[src/verilog/tm16_map.svh]
`ifndef TM16_MAP_SVH
`define TM16_MAP_SVH

// Bus geometry
`define TM16_ADDR_W 12
`define TM16_NT 7

// Register indices; byte address is four times the index
`define TM16_IDX_T6_CTRL 32'hd4003084
`define TM16_IDX_T6_COUNT 32'hd40030a4
`define TM16_IDX_T6_CMP_A 32'hd40030c4
`define TM16_IDX_T6_CMP_B 32'hd40030d4
`define TM16_IDX_CH_MODE 32'hd40030f0
`define TM16_IDX_RUN_CTRL 32'hd40030f4
`define TM16_IDX_RELOAD4 32'hd4003090
`define TM16_IDX_RELOAD5 32'hd4003092
`define TM16_IDX_RELOAD7 32'hd4003094
`define TM16_IDX_RELOAD8 32'hd4003098
`define TM16_IDX_RELOAD9 32'hd400309a
`define TM16_IDX_RELOAD10 32'hd400309c
`define TM16_IDX_RELOAD11 32'hd400309e
`define TM16_IDX_COUNT4 32'hd40030a0
`define TM16_IDX_COUNT5 32'hd40030a2
`define TM16_IDX_COUNT7 32'hd40030a6
`define TM16_IDX_COUNT8 32'hd40030a8
`define TM16_IDX_COUNT9 32'hd40030aa
`define TM16_IDX_COUNT10 32'h040030ac
`define TM16_IDX_COUNT11 32'h040030ae

// Timer 6 control fields
`define TM16_CNE_BIT 15
`define TM16_LDE_BIT 14
`define TM16_PME_BIT 13
`define TM16_PM_HI 12
`define TM16_PM_LO 11
`define TM16_TGE_BIT 7
`define TM16_ONE_BIT 6
`define TM16_CAE_BIT 4
`define TM16_CK_HI 2
`define TM16_CK_LO 0
`define TM16_CTRL_WMASK 16'hf8d7

// Channel mode fields
`define TM16_MODA_LO 0
`define TM16_MODB_LO 2
`define TM16_EDGA_BIT 4
`define TM16_EDGB_BIT 5

// Down-timer run/load fields
`define TM16_DT_RUN_LO 0
`define TM16_DT_LOAD_LO 8

// Reset values
`define TM16_CTRL_RST 16'h0000
`define TM16_RELOAD_RST 16'h0000
`define TM16_COUNT_RST 16'h0000

// Prescaler taps
`define TM16_DIV8_TAP 3'h7
`define TM16_DIV32_TAP 5'h1f

`endif

[src/verilog/tm16_pkg.sv]
package tm16_pkg;
  typedef enum logic [2:0] {
    TM16_SRC_PCLK = 3'h0,
    TM16_SRC_DIV8 = 3'h1,
    TM16_SRC_DIV32 = 3'h2,
    TM16_SRC_NONE = 3'h3,
    TM16_SRC_T0 = 3'h4,
    TM16_SRC_T1 = 3'h5,
    TM16_SRC_T2 = 3'h6,
    TM16_SRC_PIN = 3'h7
  } tm16_src_t;
  typedef enum logic [1:0] {
    TM16_CH_CMP_ONE = 2'h0,
    TM16_CH_CMP_DBL = 2'h1,
    TM16_CH_CAP_ONE = 2'h2,
    TM16_CH_CAP_BOTH = 2'h3
  } tm16_chmode_t;
  typedef logic [6:0] tm16_tmask_t;
endpackage

[src/verilog/tm16_sync.sv]
`timescale 1ns/1ps
`default_nettype none
module tm16_sync (
  // Clock and reset
  input wire logic mclk,
  input wire logic rst_n,
  // Pin levels
  input wire logic [1:0] din,
  output logic [1:0] dout
);
  import tm16_pkg::*;
  logic [1:0] meta_r;

  // Two stages; only the second is read outside
  always_ff @(posedge mclk or negedge rst_n) begin
    if (!rst_n) begin
      meta_r <= 2'h0;
      dout <= 2'h0;
    end else begin
      meta_r <= din;
      dout <= meta_r;
    end
  end
endmodule
`default_nettype wire

[src/verilog/tm16_down_counter.sv]
`timescale 1ns/1ps
`default_nettype none
`include "tm16_map.svh"
module tm16_down_counter (
  // Clock and reset
  input wire logic mclk,
  input wire logic rst_n,
  // Control
  input wire logic run,
  input wire logic load,
  input wire logic tick,
  input wire logic [15:0] reload,
  // Status
  output logic [15:0] count,
  output logic underflow
);
  import tm16_pkg::*;

  // Decrement, reload on zero; period is reload plus one
  always_ff @(posedge mclk or negedge rst_n) begin
    if (!rst_n) begin
      count <= `TM16_COUNT_RST;
      underflow <= 1'b0;
    end else begin
      underflow <= 1'b0;
      if (load) begin
        count <= reload; // RULE_14
      end else if (run && tick) begin
        if (count == 16'h0000) begin
          count <= reload; // RULE_17
          underflow <= 1'b1; // RULE_16
        end else begin
          count <= count - 16'h0001; // RULE_18
        end
      end
    end
  end
endmodule
`default_nettype wire

[src/verilog/tm16_timer.sv]
// Register access over APB was left to the implementer.
`timescale 1ns/1ps
`default_nettype none
`include "tm16_map.svh"
// How it works
// (RULE_01) Run bit 15 stops timer 6 at 0 and lets it count at 1.
// (RULE_02) Load bit 14 holds the counter at zero and both outputs low.
// (RULE_03) During load, double-buffered compares copy their buffers.
// (RULE_04) Bit 13 picks normal waveforms or PWM on both pins.
// (RULE_05) Bits 12-11 set PWM resolution 10, 11, 12 or 14 bits.
// (RULE_06) Reserved bits 10-8, 5, 3 read zero; software writes zero.
// (RULE_07) Bit 7 lets a channel B pin edge start counting.
// (RULE_08) Bit 6 one-shot: a compare A match clears the run bit.
// (RULE_09) Bit 4 with compare A: a match clears the counter.
// (RULE_10) Bit 4 with capture A: a capture clears the counter.
// (RULE_11) Bits 2-0 pick the count source; reset value 000.
// (RULE_12) Sources: clock, /8, /32, none, timer 0-2 underflow, pin B.
// (RULE_13) Software never sets run and load together nor switches live.
// (RULE_14) Each 16-bit reload register holds the start value.
// (RULE_15) Counters are readable any time and never writable.
// (RULE_16) Underflow after reload plus one ticks raises an event.
// (RULE_17) On underflow the counter takes the reload value again.
// (RULE_18) Down counters step down per tick, underflowing from zero.
module tm16_timer (
  // Clock and reset
  input wire logic mclk,
  input wire logic rst_n,
  // APB slave
  input wire logic psel,
  input wire logic penable,
  input wire logic pwrite,
  input wire logic [`TM16_ADDR_W-1:0] paddr,
  input wire logic [31:0] pwdata,
  output logic pready,
  output logic [31:0] prdata,
  output logic pslverr,
  // Underflow ticks of timers 0 to 2
  input wire logic [2:0] tmr_uflow,
  // Channel A pin
  input wire logic channel_a_pin_in,
  output logic channel_a_pin_out,
  output logic channel_a_pin_oe,
  // Channel B pin
  input wire logic channel_b_pin_in,
  output logic channel_b_pin_out,
  output logic channel_b_pin_oe,
  // Events
  output logic t6_match_a_evt,
  output logic t6_match_b_evt,
  output logic t6_capture_evt,
  output var tm16_pkg::tm16_tmask_t reload_uflow_evt
);
  import tm16_pkg::*;

  logic [15:0] timer6_control_reg;
  logic [5:0] chmode_r;
  logic [15:0] timer6_counter;
  logic [15:0] cmp_a_r;
  logic [15:0] cmp_b_r;
  logic [15:0] buf_a_r;
  logic [15:0] buf_b_r;
  logic [`TM16_NT-1:0] dt_run_r;
  logic [`TM16_NT-1:0] dt_load_r;
  logic [15:0] reload_value_reg [`TM16_NT];
  logic [15:0] down_counter_reg [`TM16_NT];
  logic [4:0] presc_r;
  logic [1:0] pin_s;
  logic a_d_r;
  logic b_d_r;

  // Register address match on the word index
  function automatic logic hit(input logic [`TM16_ADDR_W-1:0] a,
                               input logic [31:0] idx);
    hit = (a[`TM16_ADDR_W-1:2] == idx[`TM16_ADDR_W-3:0]);
  endfunction

  function automatic logic is_cap(input tm16_chmode_t m);
    is_cap = (m == TM16_CH_CAP_ONE) || (m == TM16_CH_CAP_BOTH);
  endfunction

  // Capture edge per mode and edge select
  function automatic logic edge_ok(input tm16_chmode_t m,
                                   input logic fall_sel,
                                   input logic rise,
                                   input logic fall);
    if (m == TM16_CH_CAP_BOTH) begin
      edge_ok = rise | fall;
    end else begin
      edge_ok = fall_sel ? fall : rise;
    end
  endfunction

  // PWM resolution mask: 8 basic plus 2, 3, 4 or 6 bits
  function automatic logic [15:0] pwm_mask(input logic [1:0] pm);
    case (pm)
      2'h0: pwm_mask = 16'h03ff;
      2'h1: pwm_mask = 16'h07ff;
      2'h2: pwm_mask = 16'h0fff;
      default: pwm_mask = 16'h3fff;
    endcase
  endfunction

  function automatic logic [31:0] rl_idx(input int i);
    case (i)
      0: rl_idx = `TM16_IDX_RELOAD4;
      1: rl_idx = `TM16_IDX_RELOAD5;
      2: rl_idx = `TM16_IDX_RELOAD7;
      3: rl_idx = `TM16_IDX_RELOAD8;
      4: rl_idx = `TM16_IDX_RELOAD9;
      5: rl_idx = `TM16_IDX_RELOAD10;
      default: rl_idx = `TM16_IDX_RELOAD11;
    endcase
  endfunction

  function automatic logic [31:0] cnt_idx(input int i);
    case (i)
      0: cnt_idx = `TM16_IDX_COUNT4;
      1: cnt_idx = `TM16_IDX_COUNT5;
      2: cnt_idx = `TM16_IDX_COUNT7;
      3: cnt_idx = `TM16_IDX_COUNT8;
      4: cnt_idx = `TM16_IDX_COUNT9;
      5: cnt_idx = `TM16_IDX_COUNT10;
      default: cnt_idx = `TM16_IDX_COUNT11;
    endcase
  endfunction

  // Control fields
  logic count_run_bit;
  logic init_load_bit;
  logic pwm_select_bit;
  logic pin_trigger_start_bit;
  logic single_shot_bit;
  logic clear_on_channel_a_bit;
  logic [1:0] pwm_resolution_field;
  tm16_src_t count_source_field;
  tm16_chmode_t mode_a;
  tm16_chmode_t mode_b;
  assign count_run_bit = timer6_control_reg[`TM16_CNE_BIT];
  assign init_load_bit = timer6_control_reg[`TM16_LDE_BIT];
  assign pwm_select_bit = timer6_control_reg[`TM16_PME_BIT];
  assign pin_trigger_start_bit = timer6_control_reg[`TM16_TGE_BIT];
  assign single_shot_bit = timer6_control_reg[`TM16_ONE_BIT];
  assign clear_on_channel_a_bit = timer6_control_reg[`TM16_CAE_BIT];
  assign pwm_resolution_field =
    timer6_control_reg[`TM16_PM_HI:`TM16_PM_LO];
  assign count_source_field =
    tm16_src_t'(timer6_control_reg[`TM16_CK_HI:`TM16_CK_LO]);
  assign mode_a = tm16_chmode_t'(chmode_r[`TM16_MODA_LO +: 2]);
  assign mode_b = tm16_chmode_t'(chmode_r[`TM16_MODB_LO +: 2]);

  // Pins cross into mclk through two flops
  tm16_sync sync_u (
    .mclk(mclk),
    .rst_n(rst_n),
    .din({channel_b_pin_in, channel_a_pin_in}),
    .dout(pin_s)
  );

  // Edge memory sits after the synchroniser
  always_ff @(posedge mclk or negedge rst_n) begin
    if (!rst_n) begin
      a_d_r <= 1'b0;
      b_d_r <= 1'b0;
    end else begin
      a_d_r <= pin_s[0];
      b_d_r <= pin_s[1];
    end
  end

  logic a_rise;
  logic a_fall;
  logic b_rise;
  logic b_fall;
  logic b_edge;
  assign a_rise = pin_s[0] & ~a_d_r;
  assign a_fall = ~pin_s[0] & a_d_r;
  assign b_rise = pin_s[1] & ~b_d_r;
  assign b_fall = ~pin_s[1] & b_d_r;
  assign b_edge = chmode_r[`TM16_EDGB_BIT] ? b_fall : b_rise;

  // Free-running prescaler for the /8 and /32 sources
  always_ff @(posedge mclk or negedge rst_n) begin
    if (!rst_n) begin
      presc_r <= 5'h00;
    end else begin
      presc_r <= presc_r + 5'h01;
    end
  end

  // Count source selection
  logic tick;
  always_comb begin
    case (count_source_field) // RULE_11
      TM16_SRC_PCLK: tick = 1'b1; // RULE_12
      TM16_SRC_DIV8: tick = (presc_r[2:0] == `TM16_DIV8_TAP);
      TM16_SRC_DIV32: tick = (presc_r == `TM16_DIV32_TAP);
      TM16_SRC_T0: tick = tmr_uflow[0];
      TM16_SRC_T1: tick = tmr_uflow[1];
      TM16_SRC_T2: tick = tmr_uflow[2];
      TM16_SRC_PIN: tick = b_edge;
      default: tick = 1'b0; // Prohibited code never counts
    endcase
  end

  // Timer 6 events
  logic step;
  logic match_a;
  logic match_b;
  logic cap_a;
  logic cap_b;
  logic ovf;
  logic clr_a;
  logic os_clr;
  logic trig;
  logic dbl_xfer;
  assign step = count_run_bit && !init_load_bit && tick; // RULE_01
  assign match_a = step && !is_cap(mode_a) && (timer6_counter == cmp_a_r);
  assign match_b = step && !is_cap(mode_b) && (timer6_counter == cmp_b_r);
  assign cap_a = is_cap(mode_a) &&
    edge_ok(mode_a, chmode_r[`TM16_EDGA_BIT], a_rise, a_fall);
  assign cap_b = is_cap(mode_b) &&
    edge_ok(mode_b, chmode_r[`TM16_EDGB_BIT], b_rise, b_fall);
  assign ovf = step && (timer6_counter == 16'hffff);
  assign clr_a = clear_on_channel_a_bit && (match_a || cap_a); // RULE_09
  assign os_clr = single_shot_bit && match_a; // RULE_08
  assign trig = pin_trigger_start_bit && b_edge; // RULE_07
  // Buffered compares also refresh on a compare A clear, or on overflow when clear is off
  assign dbl_xfer = init_load_bit ||
    (clear_on_channel_a_bit ? match_a : ovf); // RULE_03

  // APB qualifiers: one access cycle, answer prepared at setup
  logic setup;
  logic wr_en;
  logic ctrl_wr;
  logic cmpa_wr;
  logic cmpb_wr;
  assign setup = psel && !penable;
  assign wr_en = psel && penable && pwrite && pready;
  assign ctrl_wr = wr_en && hit(paddr, `TM16_IDX_T6_CTRL);
  assign cmpa_wr = wr_en && hit(paddr, `TM16_IDX_T6_CMP_A);
  assign cmpb_wr = wr_en && hit(paddr, `TM16_IDX_T6_CMP_B);

  // Control register; pin trigger set wins over any clear
  always_ff @(posedge mclk or negedge rst_n) begin
    if (!rst_n) begin
      timer6_control_reg <= `TM16_CTRL_RST; // RULE_11
    end else begin
      if (ctrl_wr) begin
        timer6_control_reg <= pwdata[15:0] & `TM16_CTRL_WMASK; // RULE_06
      end else if (os_clr) begin
        timer6_control_reg[`TM16_CNE_BIT] <= 1'b0; // RULE_08
      end
      if (trig) begin
        timer6_control_reg[`TM16_CNE_BIT] <= 1'b1; // RULE_07
      end
    end
  end

  // Channel modes, down-timer run and load bits
  always_ff @(posedge mclk or negedge rst_n) begin
    if (!rst_n) begin
      chmode_r <= 6'h00;
      dt_run_r <= 7'h00;
      dt_load_r <= 7'h00;
    end else begin
      if (wr_en && hit(paddr, `TM16_IDX_CH_MODE)) begin
        chmode_r <= pwdata[5:0];
      end
      if (wr_en && hit(paddr, `TM16_IDX_RUN_CTRL)) begin
        dt_run_r <= pwdata[`TM16_DT_RUN_LO +: `TM16_NT];
        dt_load_r <= pwdata[`TM16_DT_LOAD_LO +: `TM16_NT];
      end
    end
  end

  // Reload registers
  always_ff @(posedge mclk or negedge rst_n) begin
    if (!rst_n) begin
      for (int i = 0; i < `TM16_NT; i++) begin
        reload_value_reg[i] <= `TM16_RELOAD_RST;
      end
    end else begin
      for (int i = 0; i < `TM16_NT; i++) begin
        if (wr_en && hit(paddr, rl_idx(i))) begin
          reload_value_reg[i] <= pwdata[15:0]; // RULE_14
        end
      end
    end
  end

  // Down timers run on the peripheral clock
  for (genvar g = 0; g < `TM16_NT; g++) begin : g_dt
    tm16_down_counter dt_u (
      .mclk(mclk),
      .rst_n(rst_n),
      .run(dt_run_r[g]),
      .load(dt_load_r[g]),
      .tick(1'b1),
      .reload(reload_value_reg[g]),
      .count(down_counter_reg[g]),
      .underflow(reload_uflow_evt[g])
    );
  end

  // Timer 6 up counter; software has no write path
  always_ff @(posedge mclk or negedge rst_n) begin
    if (!rst_n) begin
      timer6_counter <= `TM16_COUNT_RST;
    end else if (init_load_bit) begin
      timer6_counter <= 16'h0000; // RULE_02
    end else if (clr_a) begin
      timer6_counter <= 16'h0000; // RULE_10
    end else if (step) begin
      timer6_counter <= timer6_counter + 16'h0001; // RULE_01
    end
  end

  // Compare/capture A and its buffer
  always_ff @(posedge mclk or negedge rst_n) begin
    if (!rst_n) begin
      cmp_a_r <= 16'h0000;
      buf_a_r <= 16'h0000;
    end else begin
      if (cap_a) begin
        cmp_a_r <= timer6_counter;
      end else if (dbl_xfer && mode_a == TM16_CH_CMP_DBL) begin
        cmp_a_r <= buf_a_r; // RULE_03
      end else if (cmpa_wr && mode_a != TM16_CH_CMP_DBL) begin
        cmp_a_r <= pwdata[15:0];
      end
      if (cmpa_wr) begin
        buf_a_r <= pwdata[15:0];
      end
    end
  end

  // Compare/capture B and its buffer
  always_ff @(posedge mclk or negedge rst_n) begin
    if (!rst_n) begin
      cmp_b_r <= 16'h0000;
      buf_b_r <= 16'h0000;
    end else begin
      if (cap_b) begin
        cmp_b_r <= timer6_counter;
      end else if (dbl_xfer && mode_b == TM16_CH_CMP_DBL) begin
        cmp_b_r <= buf_b_r; // RULE_03
      end else if (cmpb_wr && mode_b != TM16_CH_CMP_DBL) begin
        cmp_b_r <= pwdata[15:0];
      end
      if (cmpb_wr) begin
        buf_b_r <= pwdata[15:0];
      end
    end
  end

  // Waveforms outside PWM: set on own match, reset on the other's
  logic [15:0] pmask;
  assign pmask = pwm_mask(pwm_resolution_field); // RULE_05
  always_ff @(posedge mclk or negedge rst_n) begin
    if (!rst_n) begin
      channel_a_pin_out <= 1'b0;
      channel_b_pin_out <= 1'b0;
    end else if (init_load_bit) begin
      channel_a_pin_out <= 1'b0; // RULE_02
      channel_b_pin_out <= 1'b0;
    end else if (pwm_select_bit) begin
      channel_a_pin_out <=
        (timer6_counter & pmask) < (cmp_a_r & pmask); // RULE_04
      channel_b_pin_out <=
        (timer6_counter & pmask) < (cmp_b_r & pmask); // RULE_04
    end else begin
      if (match_a) begin
        channel_a_pin_out <= 1'b1;
      end else if (match_b) begin
        channel_a_pin_out <= 1'b0;
      end
      if (match_b) begin
        channel_b_pin_out <= 1'b1;
      end else if (match_a) begin
        channel_b_pin_out <= 1'b0;
      end
    end
  end

  // Pin drive and event pulses; B stays input when it feeds the timer
  always_ff @(posedge mclk or negedge rst_n) begin
    if (!rst_n) begin
      channel_a_pin_oe <= 1'b0;
      channel_b_pin_oe <= 1'b0;
      t6_match_a_evt <= 1'b0;
      t6_match_b_evt <= 1'b0;
      t6_capture_evt <= 1'b0;
    end else begin
      channel_a_pin_oe <= !is_cap(mode_a);
      channel_b_pin_oe <= !is_cap(mode_b) && !pin_trigger_start_bit &&
        count_source_field != TM16_SRC_PIN;
      t6_match_a_evt <= match_a;
      t6_match_b_evt <= match_b;
      t6_capture_evt <= cap_a || cap_b;
    end
  end

  // Read mux; counters readable, writes to them ignored
  logic [31:0] rdata_nxt;
  logic mapped_nxt;
  always_comb begin
    rdata_nxt = 32'h0000_0000;
    mapped_nxt = 1'b1;
    if (hit(paddr, `TM16_IDX_T6_CTRL)) begin
      rdata_nxt = {16'h0000, timer6_control_reg}; // RULE_06
    end else if (hit(paddr, `TM16_IDX_T6_COUNT)) begin
      rdata_nxt = {16'h0000, timer6_counter}; // RULE_15
    end else if (hit(paddr, `TM16_IDX_T6_CMP_A)) begin
      rdata_nxt = {16'h0000, cmp_a_r};
    end else if (hit(paddr, `TM16_IDX_T6_CMP_B)) begin
      rdata_nxt = {16'h0000, cmp_b_r};
    end else if (hit(paddr, `TM16_IDX_CH_MODE)) begin
      rdata_nxt = {26'h0000000, chmode_r};
    end else if (hit(paddr, `TM16_IDX_RUN_CTRL)) begin
      rdata_nxt = {17'h00000, dt_load_r, 1'b0, dt_run_r};
    end else begin
      mapped_nxt = 1'b0;
      for (int i = 0; i < `TM16_NT; i++) begin
        if (hit(paddr, rl_idx(i))) begin
          rdata_nxt = {16'h0000, reload_value_reg[i]};
          mapped_nxt = 1'b1;
        end
        if (hit(paddr, cnt_idx(i))) begin
          rdata_nxt = {16'h0000, down_counter_reg[i]}; // RULE_15
          mapped_nxt = 1'b1;
        end
      end
    end
  end

  // Answer registered at setup so outputs come from flops
  always_ff @(posedge mclk or negedge rst_n) begin
    if (!rst_n) begin
      pready <= 1'b0;
      pslverr <= 1'b0;
      prdata <= 32'h0000_0000;
    end else begin
      pready <= setup;
      pslverr <= setup && !mapped_nxt;
      if (setup) begin
        prdata <= pwrite ? 32'h0000_0000 : rdata_nxt;
      end
    end
  end
endmodule
`default_nettype wire

[config.mk]
export PLATFORM = sky130hd
export DESIGN_NAME = tm16_timer
export DESIGN_NICKNAME = d
export VERILOG_FILES = /design/src/verilog/tm16_pkg.sv /design/src/verilog/tm16_sync.sv /design/src/verilog/tm16_down_counter.sv /design/src/verilog/tm16_timer.sv
export VERILOG_INCLUDE_DIRS = /design/src /design/src/verilog
export SDC_FILE = /design/constraint.sdc
export NUM_CORES = 1
export LEC_CHECK = 0
export BUFFER_PORTS_ARGS = -buffer_cell sky130_fd_sc_hd__buf_2
export CAP_MARGIN = 20
export CELL_PAD_IN_SITES_DETAIL_PLACEMENT = 2
export CELL_PAD_IN_SITES_GLOBAL_PLACEMENT = 2
export CORE_MARGIN = 5
export CORE_UTILIZATION = 37
export CTS_CLUSTER_SIZE = 14
export DETAILED_ROUTE_END_ITERATION = 7
export PLACE_DENSITY_LB_ADDON = 0.3
export SKIP_CTS_REPAIR_TIMING = 1
export SYNTH_ARGS = -nofsm -noshare
export SYNTH_HDL_FRONTEND = slang
export SYNTH_HIERARCHICAL = 1
export SYNTH_SLANG_ARGS = --single-unit
export TNS_END_PERCENT = 10
[constraint.sdc]
create_clock -name mclk -period 2.9 [get_ports mclk]
set_input_delay 0.145 -clock mclk [delete_from_list [all_inputs] [get_ports mclk]]
set_output_delay 0.145 -clock mclk [all_outputs]
set_load 0.05 [all_outputs]
==> impl_metrics.tcl <==
set metrics [dict create \
    core_area_mm2 0.0602 \
    grt-ovfl-total 0 \
    worstReg2RegStart "presc_r[0]" \
    timing.final.crit_share_pct 100 \
    htree_levels 2 \
    die_h_um 257 \
    yosys.cell_types.count 90 \
    critPathLaunchType "register" \
    die_w_um 257 \
    area_growth_pct 17.1 \
    rrSetupSlack_ps -4 \
    port_buffers 67 \
    synth_edf_count 0 \
    vias 21900 \
    drive_gt1_share_pct 22.9 \
    die_area_mm2 0.0658 \
    fin_crit_ps 2900 \
    max_freq_mhz 344 \
    antenna_found_initial 3 \
    place_ws_ps -56.9 \
    clock_skew_ps 24.2 \
    netlist.area_leader.share_pct 42.1 \
    power.leakage_nw 11.7 \
    gp_congestion 0.984 \
    avgSynthCellArea_um2 9.66 \
    slew_headroom_pct 35.9 \
    clk-insertion-delay-late_ps 600 \
    syn_area_mm2 0.0225 \
    r2r-end "cmp_b_r[4]" \
    synth_compound_area_share_pct 19.2 \
    crit_path_end "cmp_b_r[4]" \
    dp_hpwl_mm 77.3 \
    layout.nets 2596 \
    numCtsBuffers 47 \
    yosys-top-cells-area "dfrtp_1 (42%), mux2_2 (8.4%), nand2_1 (3.9%)" \
    fin_area_mm2 0.0263 \
    grt_pass1_wl_mm 158 \
    synth_flop_cell "dfrtp_1" \
    rsz0062_at_grt "true" \
    synth_fa_ha_area_share_pct 2.78 \
    cts_buffer_depth 3 \
    firstDrtPassIters 7 \
    grt_max_degree 77 \
    drt_first_iter_violations 2218 \
    fill_cells 6366 \
    ys_warn_count 6 \
    yosys.area_share.xor_xnor_pct 1.36 \
    cellPowerDensity_mw_per_mm2 464 \
    ys_seq_area_share_pct 42.1 \
    worstPathArrival_ps 3380 \
    synth-seq-cells 378 \
    synth_top_family_by_area "simple AND/OR/NAND/NOR gates" \
    wl_per_cell_um 32.4 \
    peakVddDrop_uv 353 \
    track_usage_pct 31.4 \
    whs_path_depth 4 \
    hold_viol_final 0 \
    synth.largest_area_cell "dfrtp_1" \
    antenna_left 0 \
    setup_tns_ps -3.61 \
    viasPerCell 6.62 \
    clock-sinks 378 \
    clkTransAtPathRegs_ps 60 \
    startpoint "presc_r[0]" \
    cts-root-buf "clkbuf_16" \
    synth_most_common_cell "dfrtp_1" \
    critPathKind "register to register" \
    final-setup-viol-count 1 \
    worstPathMaxFanout 16 \
    io_pins 102 \
    async_reset_ff_share_pct 100 \
    finalPower_mw 12.2 \
    status "finished, violations left" \
    setup_ws_ps -3.61 \
    end_kind "register" \
    maxSlewViolCount 0 \
    required_ps 3380 \
    grt_pass1_vias 23000 \
    drc_errors 0 \
    yosys.area_share.simple_pct 20.3 \
    cts_tree "built" \
    hold_class "input port to register" \
    failed_checks "setup timing" \
    synthCells 2328 \
    synthMuxAreaShare_pct 9.25 \
    drt_wl_total_mm 107 \
    worstMarginPinSlew_ps 955 \
    placed_area_mm2 0.0246 \
    initial_core_util_pct 37.3 \
    rows 90 \
    synth_common_cells "dfrtp_1 (378), nand2_1 (232), mux2_2 (167)" \
    r2r_cells 12 \
    cap_violations 0 \
]
## layout make-up
cell class              count  area [µm²]  share of cell area (%)
multi-input cells        1730       12100                    46.0
clock buffers              69        1360                    5.17
diodes                      6        15.0                  0.0570
inverters                  68         255                   0.969
repair buffers            267        1970                    7.50
flip-flops and latches    378        9460                    35.9
well taps                 782         978                    3.72
clock inverters            16         186                   0.708
## kinds of logic after synthesis
logic type / after synthesis
AND/OR/NAND/NOR: 829
AO/OA/AOI/OAI: 599
flip-flops: 378
buffers and inverters: 248
multiplexers: 187
adder cells (fa/ha/maj): 50
XOR/XNOR: 35
other: 2
## power breakdown
part           total (mW)  leakage (nW)  switching (mW)  internal [mW]
Sequential           5.36          4.94          0.0509           5.31
Combinational       0.788          5.97           0.590          0.199
Clock                6.06         0.763            2.46           3.60
## cells in the final DEF, fill, tap and decap left out, types with 17 or more instances in the layout
cell	n
a21oi_1	61
nand3_1	89
nor4_1	54
nand2b_1	23
a221oi_1	25
clkbuf_16	49
o211ai_1	19
mux2i_1	20
a211oi_1	21
a311o_1	28
conb_1	30
or4_1	25
nor3_1	77
a22o_1	24
xor2_1	21
dfrtp_1	378
inv_1	66
a22oi_1	40
o22ai_1	31
buf_4	182
o21ai_0	142
nand2_1	232
ha_1	48
buf_2	66
mux2_2	167
a2bb2oi_1	17
nor2_1	105
and3_1	22
nand4_1	64
a31oi_1	33
a221o_1	36
## critical path: stages (launching register included)
cell and delay [ps]:
dfrtp_1 360, ha_2 190, and3_4 200, ha_4 140, nand2b_4 40, a221o_2 430
a2111oi_4 330, and4bb_1 260, buf_4 110, o31a_1 160, nor2_2 70, buf_12 160
a221o_1 340
## worst min-delay path by stage
stage	end	slack, ps	from
global placement	g_dt[1].dt_u/count[12]	220	rst_n
finish	pready	110	psel
floorplan	a_d_r	-150	rst_n
global route	chmode_r[1]	100	pwdata[1]
CTS	g_dt[1].dt_u/count[2]	-400	rst_n
detailed placement	g_dt[1].dt_u/count[12]	230	rst_n
## stage by stage
stage / instances / util [%] / hold WS (ps)
after floorplan: 2356 / - / -151
after global placement: 3212 / 40.8 / 216
after detailed placement: 3215 / 40.8 / 226
after CTS: 3300 / 43.4 / -405
after global routing: 3310 / 43.7 / 103
final: 3316 / 43.7 / 108
## metal layers
metal / track usage, % / wire length (µm)
met5: 0 / 0
met4: 12.6 / 4680
met3: 6.39 / 8900
met2: 48.1 / 48400
met1: 43.6 / 45500
(Power assumes the default switching activity.)
